### config.mk
export PLATFORM = sky130hd
export DESIGN_NAME = adcsc_top
export DESIGN_NICKNAME = d
export VERILOG_FILES = /design/src/rtl/adcsc_pkg.sv /design/src/rtl/adcsc_conv_timer.sv /design/src/rtl/adcsc_top.sv
export VERILOG_INCLUDE_DIRS = /design/src /design/src/rtl
export SDC_FILE = /design/constraint.sdc
export NUM_CORES = 1
export LEC_CHECK = 0
export BUFFER_PORTS_ARGS = -buffer_cell sky130_fd_sc_hd__buf_2
export CAP_MARGIN = 10
export CELL_PAD_IN_SITES_DETAIL_PLACEMENT = 0
export CELL_PAD_IN_SITES_GLOBAL_PLACEMENT = 1
export CORE_MARGIN = 10
export CORE_UTILIZATION = 34
export CTS_BUF_LIST = sky130_fd_sc_hd__clkbuf_8
export DETAILED_ROUTE_END_ITERATION = 6
export HOLD_SLACK_MARGIN = 0.06
export PLACE_DENSITY_LB_ADDON = 0.1
export SLEW_MARGIN = 20
export SYNTH_ARGS = -nofsm -noshare
export SYNTH_HDL_FRONTEND = slang
export SYNTH_SLANG_ARGS = --single-unit
### constraint.sdc
create_clock -name ref_clk -period 1.9 [get_ports ref_clk]
set_input_delay 0 -clock ref_clk [delete_from_list [all_inputs] [get_ports ref_clk]]
set_output_delay 0 -clock ref_clk [all_outputs]
set_load 0.05 [all_outputs]
### src/rtl/adcsc_defines.svh
// Offsets, field positions and reset values of the step control block.
// Assumes inclusion by bare name from the rtl/ files.
`ifndef ADCSC_DEFINES_SVH
`define ADCSC_DEFINES_SVH
// ==========================================
// Register byte offsets
`define ADCSC_OFF_STEPCTL 4'h0
`define ADCSC_OFF_MUX 4'h4
`define ADCSC_OFF_STATUS 4'h8
`define ADCSC_OFF_MASK 4'hc
// ==========================================
// Step control field positions
`define ADCSC_BIT_LAST 29
`define ADCSC_BIT_IRQEN 30
`define ADCSC_BIT_TEMP 31
`define ADCSC_MUX_LSB 28
`define ADCSC_MUX_W 4
// ==========================================
// Reset values and timing
`define ADCSC_STEPCTL_RST 3'h0
`define ADCSC_MUX_RST 4'h0
`define ADCSC_CONV_CYCLES 4'h8
`endif

### src/rtl/adcsc_pkg.sv
// Types for the step control block.
// Assumes nothing beyond the defines header.
package adcsc_pkg;
  typedef enum logic [1:0] {ST_IDLE, ST_CONV, ST_DONE} adcsc_state_type;
endpackage

### src/rtl/adcsc_conv_timer.sv
// Conversion timer: pulses done a fixed number of cycles after start.
// Assumes start is a one-cycle pulse while idle.
`timescale 1ns/10ps
`include "adcsc_defines.svh"
module adcsc_conv_timer (
  // Clock and reset
  input wire logic ref_clk,
  input wire logic rst_n,
  // Control
  input wire logic start,
  output logic done
);
  logic [3:0] cnt_r;
  logic [3:0] cnt_nxt;
  logic done_nxt;

  always_comb
  begin
    cnt_nxt = cnt_r;
    done_nxt = 1'b0;
    if (start)
      cnt_nxt = `ADCSC_CONV_CYCLES;
    else if (cnt_r != 4'h0)
    begin
      cnt_nxt = cnt_r - 4'h1;
      done_nxt = (cnt_r == 4'h1);
    end
  end

  always_ff @(posedge ref_clk or negedge rst_n)
  begin
    if (!rst_n)
    begin
      cnt_r <= 4'h0;
      done <= 1'b0;
    end
    else
    begin
      cnt_r <= cnt_nxt;
      done <= done_nxt;
    end
  end
endmodule

### src/rtl/adcsc_top.sv
// Eighth-step control of a sample sequencer with an Avalon-MM slave.
// Assumes one 50 MHz clock and an Avalon master honouring waitrequest.
//
// Summary of operation
// - Temp-select set: eighth step samples the temperature sensor.
// - Temp-select clear: eighth step samples the pin chosen by input select.
// - Irq-enable set: raw sequence interrupt set when step conversion ends.
// - Raw interrupt reaches the irq output only when its mask bit is set.
// - Single-step sequencer always treats its only step as last.
`timescale 1ns/10ps
`include "adcsc_defines.svh"
module adcsc_top (
  // Clock and reset
  input wire logic ref_clk,
  input wire logic rst_n,
  // Avalon-MM slave
  input wire logic [3:0] avs_address,
  input wire logic avs_read,
  input wire logic avs_write,
  input wire logic [31:0] avs_writedata,
  output logic [31:0] avs_readdata,
  output logic avs_waitrequest,
  // Sequencer
  input wire logic step_go,
  input wire logic single_step_mode,
  output logic sample_temp,
  output logic [3:0] sample_pin,
  output logic sample_start,
  output logic seq_done,
  output logic next_step_go,
  // Interrupt
  output logic irq
);
  // ==========================================
  // Registers
  logic temp_select_step7_r, temp_select_step7_nxt;
  logic irq_enable_step7_r, irq_enable_step7_nxt;
  logic last_step_flag7_r, last_step_flag7_nxt;
  logic [3:0] mux_r, mux_nxt;
  logic raw_irq_seq0_r, raw_irq_seq0_nxt;
  logic irq_mask_seq0_r, irq_mask_seq0_nxt;
  logic [31:0] rdata_nxt;
  logic ack_r, ack_nxt;
  logic sample_temp_nxt, sample_start_nxt, seq_done_nxt, next_go_nxt;
  logic [3:0] sample_pin_nxt;
  adcsc_pkg::adcsc_state_type state_r, state_nxt;
  logic conv_done;
  logic eff_last;
  logic req;
  logic wr_hit;

  assign req = avs_read | avs_write;
  assign wr_hit = avs_write & ack_r;
  assign eff_last = last_step_flag7_r | single_step_mode;

  adcsc_conv_timer u_timer (
    .ref_clk(ref_clk),
    .rst_n(rst_n),
    .start(sample_start),
    .done(conv_done)
  );

  // ==========================================
  // Bus slave and register file
  always_comb
  begin
    temp_select_step7_nxt = temp_select_step7_r;
    irq_enable_step7_nxt = irq_enable_step7_r;
    last_step_flag7_nxt = last_step_flag7_r;
    mux_nxt = mux_r;
    irq_mask_seq0_nxt = irq_mask_seq0_r;
    raw_irq_seq0_nxt = raw_irq_seq0_r;
    ack_nxt = req & ~ack_r;
    rdata_nxt = 32'h0;
    if (wr_hit)
    begin
      unique case (avs_address)
        `ADCSC_OFF_STEPCTL:
        begin
          temp_select_step7_nxt = avs_writedata[`ADCSC_BIT_TEMP];
          irq_enable_step7_nxt = avs_writedata[`ADCSC_BIT_IRQEN];
          last_step_flag7_nxt = avs_writedata[`ADCSC_BIT_LAST];
        end
        `ADCSC_OFF_MUX:
          mux_nxt = avs_writedata[`ADCSC_MUX_LSB +: `ADCSC_MUX_W];
        `ADCSC_OFF_STATUS:
          if (avs_writedata[0])
            raw_irq_seq0_nxt = 1'b0;
        `ADCSC_OFF_MASK:
          irq_mask_seq0_nxt = avs_writedata[0];
        default:
          ;
      endcase
    end
    // Set wins over write-one-to-clear
    if (conv_done && irq_enable_step7_r)
      raw_irq_seq0_nxt = 1'b1;
    if (avs_read && !ack_r)
    begin
      unique case (avs_address)
        `ADCSC_OFF_STEPCTL:
        begin
          rdata_nxt[`ADCSC_BIT_TEMP] = temp_select_step7_r;
          rdata_nxt[`ADCSC_BIT_IRQEN] = irq_enable_step7_r;
          rdata_nxt[`ADCSC_BIT_LAST] = eff_last;
        end
        `ADCSC_OFF_MUX:
          rdata_nxt[`ADCSC_MUX_LSB +: `ADCSC_MUX_W] = mux_r;
        `ADCSC_OFF_STATUS:
          rdata_nxt[0] = raw_irq_seq0_r;
        `ADCSC_OFF_MASK:
          rdata_nxt[0] = irq_mask_seq0_r;
        default:
          rdata_nxt = 32'h0;
      endcase
    end
    else if (ack_r)
      rdata_nxt = avs_readdata;
  end

  // ==========================================
  // Step sequencing
  always_comb
  begin
    state_nxt = state_r;
    sample_start_nxt = 1'b0;
    sample_temp_nxt = sample_temp;
    sample_pin_nxt = sample_pin;
    seq_done_nxt = 1'b0;
    next_go_nxt = 1'b0;
    unique case (state_r)
      adcsc_pkg::ST_IDLE:
        if (step_go)
        begin
          sample_start_nxt = 1'b1;
          sample_temp_nxt = temp_select_step7_r;
          sample_pin_nxt = temp_select_step7_r ? 4'h0 : mux_r;
          state_nxt = adcsc_pkg::ST_CONV;
        end
      adcsc_pkg::ST_CONV:
        if (conv_done)
          state_nxt = adcsc_pkg::ST_DONE;
      adcsc_pkg::ST_DONE:
      begin
        seq_done_nxt = eff_last;
        next_go_nxt = ~eff_last;
        state_nxt = adcsc_pkg::ST_IDLE;
      end
      default:
        state_nxt = adcsc_pkg::ST_IDLE;
    endcase
  end

  always_ff @(posedge ref_clk or negedge rst_n)
  begin
    if (!rst_n)
    begin
      temp_select_step7_r <= 1'b0;
      irq_enable_step7_r <= 1'b0;
      last_step_flag7_r <= 1'b0;
      mux_r <= `ADCSC_MUX_RST;
      raw_irq_seq0_r <= 1'b0;
      irq_mask_seq0_r <= 1'b0;
      ack_r <= 1'b0;
      avs_waitrequest <= 1'b1;
      avs_readdata <= 32'h0;
      irq <= 1'b0;
      state_r <= adcsc_pkg::ST_IDLE;
      sample_start <= 1'b0;
      sample_temp <= 1'b0;
      sample_pin <= 4'h0;
      seq_done <= 1'b0;
      next_step_go <= 1'b0;
    end
    else
    begin
      temp_select_step7_r <= temp_select_step7_nxt;
      irq_enable_step7_r <= irq_enable_step7_nxt;
      last_step_flag7_r <= last_step_flag7_nxt;
      mux_r <= mux_nxt;
      raw_irq_seq0_r <= raw_irq_seq0_nxt;
      irq_mask_seq0_r <= irq_mask_seq0_nxt;
      ack_r <= ack_nxt;
      // Idle high; low only in the cycle that completes a transfer
      avs_waitrequest <= ~ack_nxt;
      avs_readdata <= rdata_nxt;
      irq <= raw_irq_seq0_nxt & irq_mask_seq0_nxt;
      state_r <= state_nxt;
      sample_start <= sample_start_nxt;
      sample_temp <= sample_temp_nxt;
      sample_pin <= sample_pin_nxt;
      seq_done <= seq_done_nxt;
      next_step_go <= next_go_nxt;
    end
  end

  // ==========================================
  // Checks
  AST_TEMP_SRC: assert property (@(posedge ref_clk) disable iff (!rst_n)
    (state_r == adcsc_pkg::ST_IDLE && step_go)
    |=> sample_temp == $past(temp_select_step7_r))
    else $error("temperature select not applied");
  AST_PIN_SRC: assert property (@(posedge ref_clk) disable iff (!rst_n)
    (state_r == adcsc_pkg::ST_IDLE && step_go && !temp_select_step7_r)
    |=> sample_pin == $past(mux_r))
    else $error("pin select not applied");
  AST_IRQ_SET: assert property (@(posedge ref_clk) disable iff (!rst_n)
    (conv_done && irq_enable_step7_r) |=> raw_irq_seq0_r)
    else $error("raw flag not set");
  AST_IRQ_QUIET: assert property (@(posedge ref_clk) disable iff (!rst_n)
    (!raw_irq_seq0_r && !(conv_done && irq_enable_step7_r))
    |=> !raw_irq_seq0_r)
    else $error("raw flag set without cause");
  AST_IRQ_MASK: assert property (@(posedge ref_clk) disable iff (!rst_n)
    irq == (raw_irq_seq0_r & irq_mask_seq0_r))
    else $error("irq not gated by mask");
  AST_LAST_END: assert property (@(posedge ref_clk) disable iff (!rst_n)
    (conv_done && eff_last) |=> ##1 (seq_done && !next_step_go))
    else $error("last step did not end sequence");
  AST_SINGLE: assert property (@(posedge ref_clk) disable iff (!rst_n)
    (conv_done && single_step_mode) |=> ##1 !next_step_go)
    else $error("single step sequencer continued");
  AST_RESET_ZERO: assert property (@(posedge ref_clk)
    !rst_n |=> (!temp_select_step7_r && !irq_enable_step7_r &&
    !last_step_flag7_r))
    else $error("step bits not cleared by reset");
  COV_TEMP: cover property (@(posedge ref_clk) disable iff (!rst_n)
    sample_start && sample_temp);
  COV_IRQ: cover property (@(posedge ref_clk) disable iff (!rst_n)
    $rose(irq));
  COV_CONTINUE: cover property (@(posedge ref_clk) disable iff (!rst_n)
    next_step_go);
endmodule

==> flow_summary.toml, run 1 <==
[run_status]
status = "finished, final reports clean"

[logic_synthesis]
syn_area_per_cell_um2 = 10.8
ys_seq_area_frac = 0.500
yosysWarningCount = 0
synth_edf_count = 0
postSynth.asyncResetShare = 1.00
synth_seq_cells = 32
synth_cell_types = 36
syn_area_um2 = 1600
synthFlopType = "dfrtp_1"
syn_inst = 148

[critical_path]
r2r.worst_path.cells = 4
critPathArrivalTime_ns = 1.75
r2r-start = "u_timer.cnt_r[0]"
cp_max_fo = 4
reg2reg_to = "u_timer.cnt_r[1]"
crit_path_start_kind = "register"
path_cells = "inv_1, ha_1, or3b_2, a211oi_1"
path_buf_inv = 1
path_class = "reg -> reg"
cpPeakStageDelay_ns = 0.50
cp-startpoint = "u_timer.cnt_r[0]"
cp_top_family = "simple AND/OR/NAND/NOR gates"
crit_path_top_delay_cell = "or3b_2"
ff2ff_setup_slack_ns = 0.33
required_ns = 2.08
endpoint_kind = "register"

[clocking]
cts_tree = "built"
clk_pin_slew_ns = 0.07
cts_buffers = 5
clkLatencyLatePin_ns = 0.28
cts.sinks = 32
htreeDepth = 2
clock-root-buffer = "clkbuf_8"
post_cts_resized = 0
clk_path_buf_depth = 2

[min_path]
worstHoldStart = "avs_write"
holdPathEnd = "avs_waitrequest"
hp-class = "in -> reg"
min_path_cells = 3

[global_route]
grt_pass1_wl_um = 5630
grt_use_met3 = 0.0441
antenna_found_initial = 0
grt_use_met1 = 0.114
grt_pass1_vias = 1136
busiest_layer = "met2"
grt_overflow = 0
grt_max_degree = 33
met2_usage = 0.135
grt_util_all_layers = 0.0919

[layout]
fillCellCount = 436
layout_commonest_cell = "dfrtp_1"
antenna_cells = 0
final_area_um2 = 1900
area_delta_synth_final_pct = 18.3
fin_nets = 236
drive_gt1_frac = 0.277
utilization = 0.424
final_cell_mix = "dfrtp_1, buf_2, conb_1"

[timing]
fin_crit_ns = 1.57
setup_viol_count_final = 0
hold_violations = 0
holdWs_ns = 0.0742
skew_ns = 0.00730
max_slew_margin = 0.524
fmax_mhz = 639
rsz0062_at_grt = "no"
tightest_slew_ns = 0.715
slew_viol_final = 0
fin_setup_tns_ns = 0
period_share = 0.824

[placement]
place_area_um2 = 1710
portBuffers = 29
gp_congestion = 0.688
hpwl_um = 2670

[pwr]
p_leak_nw = 0.972
p_total_mw = 2.30
ir_drop_mv = 0.590
power_density_nw_per_um2 = 1210

[floorplanning]
core_area_um2 = 4470
die_w_um = 88.7
initial_core_util = 0.358
boundaryPins = 84
die_area_um2 = 7860
die_h_um = 88.7
num_rows = 24

[drt]
drc = 0
first_pass_iters = 4
routed_wirelength_um = 3420
via_count = 1085
routed_via_density = 4.47
drtAntennaViolNets = 0
drtIter0Drc = 41
wire_per_inst_um = 14.1

[flow_run]
cap_viol_max_count = 0
-- registers in the layout, summed over array words and instances (netlist names), 2 cells and up --
signal and cells:
avs_readdata 5, mux_r 4, u_timer.cnt_r 4, state_r 2, sample_pin 4
-- Yosys cell counts, drive strengths merged, types with 6 or more instances --
cell | n | area share
dfrtp | 31 | 0.48
buf | 28 | 0.13
mux2 | 10 | 0.073
nand2 | 9 | 0.021
nand2b | 8 | 0.031
nor2 | 7 | 0.016
o21ai | 7 | 0.022
inv | 6 | 0.014
-- cell type report --
class,count,area (µm²),share of cell area
Clock buffer,7,96.3,0.0508
Inverter,6,22.5,0.0119
Multi-Input combinational cell,106,661,0.348
Sequential cell,32,802,0.423
Tap cell,52,65.1,0.0343
Timing Repair Buffer,40,250,0.132
-- kinds of logic (layout without fill, tap and decap cells) --
kind of cell               after synthesis  in the layout  synth area share
AOI/OAI and AO/OA                       17             17            0.0718
other                                    1             27           0.00234
muxes                                   13             13            0.0913
DFF                                     32             32             0.500
buffers and inverters                   36             53             0.148
xor gates and xnor gates                 1              1           0.00547
adders and majority gates                3              3            0.0234
and+or+nand+nor                         45             45             0.157
-- tightest hold or removal path, cell delays in order --
cell	delay, ns
buf_2	0.13
nor2_1	0.07
or2_2	0.12
-- metrics by stage --
step	setup slack (ns)	std cells
after floorplan	0.438	174
after global placement	0.373	227
after detailed placement	0.340	227
after CTS	0.321	243
after global routing	0.245	243
final	0.335	243
-- report_power, final --
group / leakage, nW / total [mW] / internal (mW) / switching [mW]
clock: 0.0503 / 0.559 / 0.322 / 0.236
combinational: 0.506 / 0.775 / 0.268 / 0.507
sequential: 0.415 / 0.970 / 0.846 / 0.124
total: 0.972 / 2.30 / 1.44 / 0.867
-- worst max-delay path by stage --
| stage | endpoint | slack [ns] | cells past startpoint |
|---|---|---|---|
| final | u_timer.cnt_r[1] | 0.33 | 4 |
| after global routing | u_timer.cnt_r[1] | 0.25 | 4 |
| after CTS | u_timer.cnt_r[1] | 0.32 | 4 |
| after detailed placement | u_timer.cnt_r[1] | 0.34 | 4 |
| after global placement | u_timer.cnt_r[1] | 0.37 | 4 |
| after floorplan | u_timer.cnt_r[0] | 0.44 | 5 |
-- metal layers --
layer	wire [µm]	share of wire	up-vias
li1	-	-	526
met1	1490	0.44	511
met2	1530	0.45	42
met3	359	0.11	6
met4	44	0.013	0
met5	0	0	-
-- repair_timing --
action / CTS / global route
endpoints found under the setup margin: 0 / 0
buffers inserted: 0 / 0
hold endpoints to repair: 43 / 0
hold buffers: 9 / 0
Power figures use the tool's default switching activity.
==> run 2: changes to the inputs <==
- clock period: 1.9 -> 1.55 ns (I/O delays scaled with it)
==> flow_summary.toml, run 2 (synthesis results as in run 1) <==
[layout]
layout_commonest_cell = "dfrtp_1"
utilization = 0.430
largest_register_ffs = 5
antenna_cells = 0
regMostFlops = "avs_readdata"
fin_nets = 239
area_delta_synth_final_pct = 19.9
finalNonFillerCells = 246
drive_gt1_frac = 0.289
final_cell_mix = "dfrtp_1, buf_2, conb_1"

[drt]
wire_per_inst_um = 14.0
routed_via_density = 4.51
via_count = 1110
first_pass_iters = 4
drc = 0
drtIter0Drc = 41
drtAntennaViolNets = 0
routed_wirelength_um = 3450

[min_path]
hp-class = "in -> reg"
worstHoldStart = "avs_write"

[critical_path]
cp_max_fo = 5
endpoint_kind = "register"
r2r-start = "ack_r"
cp-startpoint = "ack_r"
critPathArrivalTime_ns = 1.57
crit_path_top_delay_cell = "a2111oi_0"
path_class = "reg -> reg"
path_cells = "buf_4, nand3_1, o31ai_1, a2111oi_0"
cpPeakStageDelay_ns = 0.53
cp_top_family = "compound AO/OA/AOI/OAI gates"
crit_path_start_kind = "register"
required_ns = 1.66
path_buf_inv = 1

[floorplanning]
die_w_um = 88.7
core_area_um2 = 4470
num_rows = 24
boundaryPins = 84
initial_core_util = 0.358
die_area_um2 = 7860
die_h_um = 88.7

[run_status]
status = "finished, final reports clean"

[global_route]
antenna_found_initial = 0
grt_max_degree = 33
grt_pass1_vias = 1198
grt_util_all_layers = 0.0958
grt_overflow = 0
grt_pass1_wl_um = 5860

[placement]
hpwl_um = 2740
place_ws_ns = 0.0881
dp.cells = 230
portBuffers = 29
gp_congestion = 0.719

[clocking]
clk_path_buf_depth = 2
post_cts_buffers = 0
htreeDepth = 2
cts.sinks = 32
cts_tree = "built"
clock-root-buffer = "clkbuf_8"
cts_buffers = 5
clkLatencyLatePin_ns = 0.28
clk_pin_slew_ns = 0.06

[timing]
skew_ns = 0.00638
holdWs_ns = 0.0836
rsz0062_at_grt = "no"
tightest_slew_ns = 0.724
max_slew_margin = 0.518
hold_violations = 0
setup_viol_count_final = 0
fmax_mhz = 688
fin_crit_ns = 1.45
fin_setup_tns_ns = 0
fin_ws_ns = 0.0971
slew_viol_final = 0
period_share = 0.937

[pwr]
p_leak_nw = 0.988
power_density_nw_per_um2 = 1490
ir_drop_mv = 0.810

[flow_run]
cap_viol_max_count = 0
## run 2: path summary, 6_finish.rpt
check | depth (start not counted) | to | slack, ns
setup / recovery | 4 | irq | 0.1
hold / removal | 3 | avs_waitrequest | 0.08
setup reg to reg | 4 | irq | 0.1
hold reg to reg | 1 | next_step_go | 0.45
max in group asynchronous | 2 | mux_r[2] | 0.77
min in group asynchronous | 2 | irq | 0.31
## run 2: per-layer routing
| metal | track usage | vias to the layer above | share of wire |
|---|---|---|---|
| met4 | 0.0264 | 0 | 0.0078 |
| met1 | 0.119 | 518 | 0.45 |
| li1 | - | 538 | - |
| met3 | 0.0524 | 4 | 0.11 |
| met2 | 0.140 | 50 | 0.43 |
| met5 | 0 | - | 0 |
## run 2: where the power goes
group,total [mW],leakage [nW],switching (mW),internal (mW)
sequential,1.19,0.415,0.152,1.04
combinational,1.01,0.522,0.640,0.370
clock,0.672,0.0503,0.277,0.395
## run 2: final cells by class
type | instances | area (µm²)
Fill cell | 447 | 2550
Sequential cell | 32 | 802
Timing Repair Buffer | 43 | 273
Multi-Input combinational cell | 106 | 663
Clock buffer | 7 | 96.3
Inverter | 6 | 22.5
Tap cell | 52 | 65.1
## run 2: timing repair
action                                 in CTS  in global routing
setup endpoints to repair                   0                  2
resized for setup                           0                  1
hold buffers                                9                  0
endpoints found under the hold margin      43                  0
## run 2: stage by stage
step | total power, mW | area, µm²
final | 2.87 | 1920
after global routing | 3.11 | 1920
after CTS | 2.90 | 1920
after detailed placement | 2.20 | 1730
after global placement | 2.17 | 1730
after floorplan | 1.99 | 1700
## run 2: worst min-delay path: stages
cell,delay (ns)
buf_2,0.13
nor2_1,0.09
or2_2,0.12
